`config.mk`:
```
export PLATFORM = sky130hd
export DESIGN_NAME = pev_regs
export DESIGN_NICKNAME = d
export VERILOG_FILES = /design/src/verilog/pev_flag_bit.v /design/src/verilog/pev_regs.v
export VERILOG_INCLUDE_DIRS = /design/src /design/src/shared
export SDC_FILE = /design/constraint.sdc
export NUM_CORES = 1
export LEC_CHECK = 0
export BUFFER_PORTS_ARGS = -buffer_cell sky130_fd_sc_hd__buf_2
export CAP_MARGIN = 10
export CELL_PAD_IN_SITES_DETAIL_PLACEMENT = 0
export CELL_PAD_IN_SITES_GLOBAL_PLACEMENT = 2
export CORE_MARGIN = 2
export CORE_UTILIZATION = 35
export DETAILED_ROUTE_END_ITERATION = 10
export MAX_ROUTING_LAYER = met4
export PLACE_DENSITY_LB_ADDON = 0.1
export SLEW_MARGIN = 20
export SYNTH_ARGS = -nofsm -noshare
export SYNTH_HDL_FRONTEND = slang
export SYNTH_HIERARCHICAL = 1
export SYNTH_SLANG_ARGS = --single-unit
export TNS_END_PERCENT = 10
```
`constraint.sdc`:
```
create_clock -name i_clk -period 1.9 [get_ports i_clk]
set_input_delay 0.19 -clock i_clk [delete_from_list [all_inputs] [get_ports i_clk]]
set_output_delay 0.19 -clock i_clk [all_outputs]
set_load 0.05 [all_outputs]
```
`src/shared/pev_defines.vh`:
```
`ifndef PEV_DEFINES_VH
`define PEV_DEFINES_VH
// Register addresses
`define PEV_ADDR_ENABLE 8'h00
`define PEV_ADDR_VLEVEL 8'h01
`define PEV_ADDR_FAULT1 8'h02
`define PEV_ADDR_HEALTH 8'h03
// Reset values
`define PEV_RST_ENABLE 8'h00
`define PEV_RST_VLEVEL 8'h00
`define PEV_RST_FAULT1 8'h00
`define PEV_RST_HEALTH 8'h00
// Enable register fields
`define PEV_EN_SCALE 5
`define PEV_EN_CONV1 4
`define PEV_EN_CONV2 3
`define PEV_EN_CONV3 2
`define PEV_USB_SWITCH1_ON_ALT 1
`define PEV_USB_SWITCH2_ON 0
// Level register fields
`define PEV_LV_CONV2_HI 3
`define PEV_LV_CONV2_LO 2
`define PEV_LV_CONV3_HI 1
`define PEV_LV_CONV3_LO 0
// Level field used when scaling is off
`define PEV_LEVEL_NOMINAL 2'h0
// Health register: under-voltage flags and power-good bits
`define PEV_UVD_HI 5
`define PEV_UVD_LO 3
`define PEV_PG_HI 2
`define PEV_PG_LO 0
`endif

```
`src/verilog/pev_flag_bit.v`:
```
`include "pev_defines.vh"
// Sticky flag, cleared on read of its register
module pev_flag_bit (
  input wire i_clk,
  input wire i_resetn,
  input wire i_set,
  input wire i_clr,
  output reg o_flag_q
);
  // Set wins over a read-clear in the same cycle so no event is lost
  always @(posedge i_clk or negedge i_resetn) begin
    if (!i_resetn) begin
      o_flag_q <= 1'b0;
    end else if (i_set) begin
      o_flag_q <= 1'b1;
    end else if (i_clr) begin
      o_flag_q <= 1'b0;
    end
  end
endmodule // pev_flag_bit

```
`src/verilog/pev_regs.v`:
```
// Behaviour
// - Enable register at 0x00, resets zero, RW
// - Level register at 0x01, resets zero, RW
// - Bit 5 selects scaled levels for converters
// - Bits 4,3,2 enable converters one to three
// - Bits 1,0 switch USB power one, two
// - Converter enable is bit OR pin
// - Converter two level: nominal,-5,-10,-15 percent
// - Converter three level uses same encoding
// - Levels apply only when pin or bit set
// - Fault register 0x02 clears on read; interrupt
// - Health 0x03: under-voltage clears, power-good live
`include "pev_defines.vh"
module pev_regs (
  input wire i_clk,
  input wire i_resetn,
  input wire [7:0] i_addr, // Register address
  input wire i_wr, // One-cycle write strobe
  input wire [7:0] i_wdata, // Write data
  input wire i_rd, // One-cycle read strobe
  output reg [7:0] o_rdata_q, // Read data, valid cycle after i_rd
  input wire [7:0] i_fault_evt, // Fault event pulses, bit per flag
  input wire [2:0] i_uvd_evt, // Under-voltage events, conv1..3
  input wire [2:0] i_pg, // Live power-good, conv1..3
  input wire i_conv1_on_pin, // Dedicated enable pins
  input wire i_conv2_on_pin,
  input wire i_conv3_on_pin,
  input wire i_scaling_select_pin, // Scaling control pin
  output reg o_conv1_on_q,
  output reg o_conv2_on_q,
  output reg o_conv3_on_q,
  output reg o_usb_switch1_on_q,
  output reg o_usb_switch2_on_q,
  output reg [1:0] o_conv2_level_q,
  output reg [1:0] o_conv3_level_q,
  output wire o_int_n_o, // Interrupt pin output value, always low
  output wire o_int_n_oe // Open-drain enable, high while pulling low
);
  ////////////////////////////////////////////////////////////////////
  reg [7:0] enable_q; // Enable control register
  reg [7:0] level_q; // Voltage level select register
  wire [7:0] fault_q; // Sticky fault flags
  wire [2:0] uvd_q; // Sticky under-voltage flags
  wire hit_fault; // Read of fault register
  wire hit_health; // Read of health register
  wire scale_on; // Level fields in force
  assign hit_fault = i_rd && (i_addr == `PEV_ADDR_FAULT1);
  assign hit_health = i_rd && (i_addr == `PEV_ADDR_HEALTH);
  ////////////////////////////////////////////////////////////////////
  // Control register writes; all eight bits store, even unused ones
  always @(posedge i_clk or negedge i_resetn) begin
    if (!i_resetn) begin
      enable_q <= `PEV_RST_ENABLE;
      level_q <= `PEV_RST_VLEVEL;
    end else if (i_wr) begin
      if (i_addr == `PEV_ADDR_ENABLE) begin
        enable_q <= i_wdata;
      end
      if (i_addr == `PEV_ADDR_VLEVEL) begin
        level_q <= i_wdata;
      end
    end
  end
  ////////////////////////////////////////////////////////////////////
  // Flag banks: one instance per sticky bit
  genvar g;
  generate
    for (g = 0; g < 8; g = g + 1) begin : g_fault
      pev_flag_bit u_flag (
        .i_clk(i_clk),
        .i_resetn(i_resetn),
        .i_set(i_fault_evt[g]),
        .i_clr(hit_fault),
        .o_flag_q(fault_q[g])
      );
    end
    for (g = 0; g < 3; g = g + 1) begin : g_uvd
      pev_flag_bit u_flag (
        .i_clk(i_clk),
        .i_resetn(i_resetn),
        .i_set(i_uvd_evt[g]),
        .i_clr(hit_health),
        .o_flag_q(uvd_q[g])
      );
    end
  endgenerate
  ////////////////////////////////////////////////////////////////////
  // Read data register; unmapped addresses read zero
  always @(posedge i_clk or negedge i_resetn) begin
    if (!i_resetn) begin
      o_rdata_q <= 8'h00;
    end else if (i_rd) begin
      case (i_addr)
        `PEV_ADDR_ENABLE: o_rdata_q <= enable_q;
        `PEV_ADDR_VLEVEL: o_rdata_q <= level_q;
        `PEV_ADDR_FAULT1: o_rdata_q <= fault_q;
        // Power-good read live, under-voltage from sticky copy
        `PEV_ADDR_HEALTH: o_rdata_q <= {2'b00, uvd_q, i_pg};
        default: o_rdata_q <= 8'h00;
      endcase
    end
  end
  ////////////////////////////////////////////////////////////////////
  // Interrupt releases once every flag is clear; a read of both status
  // registers clears them, except a flag whose event lands in the read cycle
  assign o_int_n_o = 1'b0;
  assign o_int_n_oe = (|fault_q) | (|uvd_q);
  ////////////////////////////////////////////////////////////////////
  // Effective outputs, registered so analog controls never glitch
  // Pin or bit alone is enough to let the level fields through
  assign scale_on = i_scaling_select_pin |
                    enable_q[`PEV_EN_SCALE];
  always @(posedge i_clk or negedge i_resetn) begin
    if (!i_resetn) begin
      o_conv1_on_q <= 1'b0;
      o_conv2_on_q <= 1'b0;
      o_conv3_on_q <= 1'b0;
      o_usb_switch1_on_q <= 1'b0;
      o_usb_switch2_on_q <= 1'b0;
      o_conv2_level_q <= `PEV_LEVEL_NOMINAL;
      o_conv3_level_q <= `PEV_LEVEL_NOMINAL;
    end else begin
      o_conv1_on_q <= enable_q[`PEV_EN_CONV1] | i_conv1_on_pin;
      o_conv2_on_q <= enable_q[`PEV_EN_CONV2] | i_conv2_on_pin;
      o_conv3_on_q <= enable_q[`PEV_EN_CONV3] | i_conv3_on_pin;
      o_usb_switch1_on_q <= enable_q[`PEV_USB_SWITCH1_ON_ALT];
      o_usb_switch2_on_q <= enable_q[`PEV_USB_SWITCH2_ON];
      // Code 0 nominal, 1..3 step down by 5 percent each
      if (scale_on) begin
        o_conv2_level_q <=
          level_q[`PEV_LV_CONV2_HI:`PEV_LV_CONV2_LO];
        o_conv3_level_q <=
          level_q[`PEV_LV_CONV3_HI:`PEV_LV_CONV3_LO];
      end else begin
        o_conv2_level_q <= `PEV_LEVEL_NOMINAL;
        o_conv3_level_q <= `PEV_LEVEL_NOMINAL;
      end
    end
  end
endmodule // pev_regs

```
==> run metrics <==
CTS tree=built; dominant synthesized flop cell=dfrtp_1; largest family of logic cells by synthesized area=multiplexers; area share of the largest cell type after synthesis=58.5%; initial core utilization=36.6%; setup slack, reg-to-reg=670 ps; CTS Buf Count=5; Final setup viols=0; worst hold slack=65.6 ps; P_leak=0.00113 uW; PwrDens=778 nW/um^2; fin nets=243; core area=5140 um^2; Fin. Hold Viols=0; top-count cell post-synth=dfrtp_1; CP endpoint kind=output port; IO Pins=57; Tcrit/Tclk final=81.8%; CP required=1710 ps; post-CTS resize count=0; GRT Total Usage=15.1%; synthesis-to-finish area growth=26.7%; fmax=643 MHz; reg2reg start=g_uvd[1].u_flag/o_flag_q; Overflow after GRT=0; WL per Instance=14.9 um; final HPWL from detailed placement=3100 um; first-pass GRT wire length=6690 um; count of state elements after synthesis=44; Post-Synth XOR/XNOR Area=0%; Cell Count Post-Placement=267; Tmin final=1550 ps; Distinct cells, synth=26; die area=5980 um^2; top post-synthesis cells by count=dfrtp_1, inv_1, mux2_2; outcome=completed; Post-Synth Adder-Cell Area=0%; CP Class=reg2out; syn_area_per_cell=13.3 um^2; filler instances=540; via count=1302; post-synthesis cell area=1880 um^2; Max VDD drop=363 uV; largest net degree at the start of global routing=45; clk buf depth=2; setup TNS=0 ps; CP Launch Point=g_uvd[1].u_flag/o_flag_q; drt drc=0; worst path arrival time=1360 ps; DIE HEIGHT=77.4 um; Clk Latency, worst-skew pair=290 ps; clk slew on worst S/H paths=80 ps; dominant cells by area after synthesis=dfrtp_1, mux2_2, mux4_2; post-route ant nets=0; # port buffers=55; antenna violations before repair=0; Warnings, synthesis=6; vias per inst=4.72; final wirelength=4120 um; HP Class=in2reg; RSZ-0062 raised after global routing=false; share of async-settable or async-resettable flops after synthesis=100%; Synth Area in Compound Gates=7.57%; CP Launch Type=register; clk sink count=44; Worst Skew=8.46 ps; Mapped Nets=180; Max Cap Viol=0; EDFF count, synth=0; Final Max Tran Viols=0; Worst Path Max Fanout=3; cell taking the most area after synthesis=dfrtp_1; RD Place Congestion=0.810; die width=77.4 um; Setup Fix Bufs, Post-CTS=0; vias in the first global route=1363; Cells after Synth=142; post-synthesis sequential area ratio=58.5%; drt pass-1 iters=4; share of cells above drive strength 1=46.6%; DRT iter0 DRCs=78; min-delay src=i_fault_evt[6]; post-route insts no fill=276; FP Rows=26; clk root buf=clkbuf_8; htree depth=2; hold_buf cts=1; mux contribution to synthesized area=17.8%; Simple-Gate Fraction of Synth Area=10.7%; number of antenna diodes=0
## flip-flops by register name, indices dropped and copies added, names as in the netlist
signal,flops
o_rdata_q,8
o_conv3_on_q,1
g_fault.u_flag/o_flag_q,8
o_usb_switch1_on_q,1
o_conv1_on_q,1
o_conv2_level_q,2
enable_q,8
g_uvd.u_flag/o_flag_q,3
o_usb_switch2_on_q,1
level_q,8
o_conv3_level_q,2
o_conv2_on_q,1
## stage by stage
step	worst slack, ps	total power [uW]	cell area, um^2	utilization (%)
after CTS	312	1890	2390	46.4
after global placement	244	1180	2270	44.1
final	346	1860	2390	46.4
after detailed placement	204	1180	2270	44.1
after global routing	251	1950	2390	46.4
after floorplan	437	1090	1880	-
## final timing paths
path	end	depth (start not counted)
worst max-delay path	o_int_n_oe	3
worst min-delay path	g_fault[6].u_flag/o_flag_q	2
worst max register to register	o_rdata_q[4]	3
worst min register to register	o_usb_switch1_on_q	0
max in group asynchronous	level_q[3]	3
min in group asynchronous	o_rdata_q[0]	3
## cells by family (layout without fill, tap and decap cells)
logic type      count (synthesis)  in the layout
mux                            24             24
other cells                     1              1
buf+inv                        24             88
compound gates                 21             21
simple gates                   28             28
flops                          44             44
## critical path, cell delays in order (launching register included)
cell and delay [ps]:
dfrtp_1 410, nor4_1 310, nand3_1 130, buf_2 230
## layer usage
metal / GRT usage [%] / wire length (um) / up-vias
met1: 19.8 / 1960 / 631
li1: - / - / 627
met4: 5.89 / 64 / 0
met3: 3.95 / 205 / 6
met5: - / 0 / -
met2: 22.5 / 1890 / 38
## power breakdown
group,internal (uW),total (uW),switching (uW)
Clock,390,694,304
Sequential,961,973,12.6
Combinational,80.9,189,108
Total,1430,1860,425
## cell type report
class / count / area (um^2) / area share (%)
Clock buffer: 6 / 72.6 / 3.04
Clock inverter: 2 / 35.0 / 1.47
Inverter: 19 / 71.3 / 2.99
Multi-Input combinational cell: 74 / 683 / 28.6
Sequential cell: 44 / 1100 / 46.1
Tap cell: 70 / 87.6 / 3.67
Timing Repair Buffer: 61 / 335 / 14.1
## layout by cell type (no fill, tap or decap), drive strengths merged, types with 2 or more instances in the layout
master	count
nor2b	6
buf	60
mux2i	2
mux4	6
nor4	3
o21ai	6
inv	19
o22ai	2
mux2	16
or2	3
nand3	2
and4b	2
nor2	2
clkbuf	6
dfrtp	44
nand4	7
a2bb2oi	2
a21o	11
Note: power is estimated with default switching activity, not from simulation.
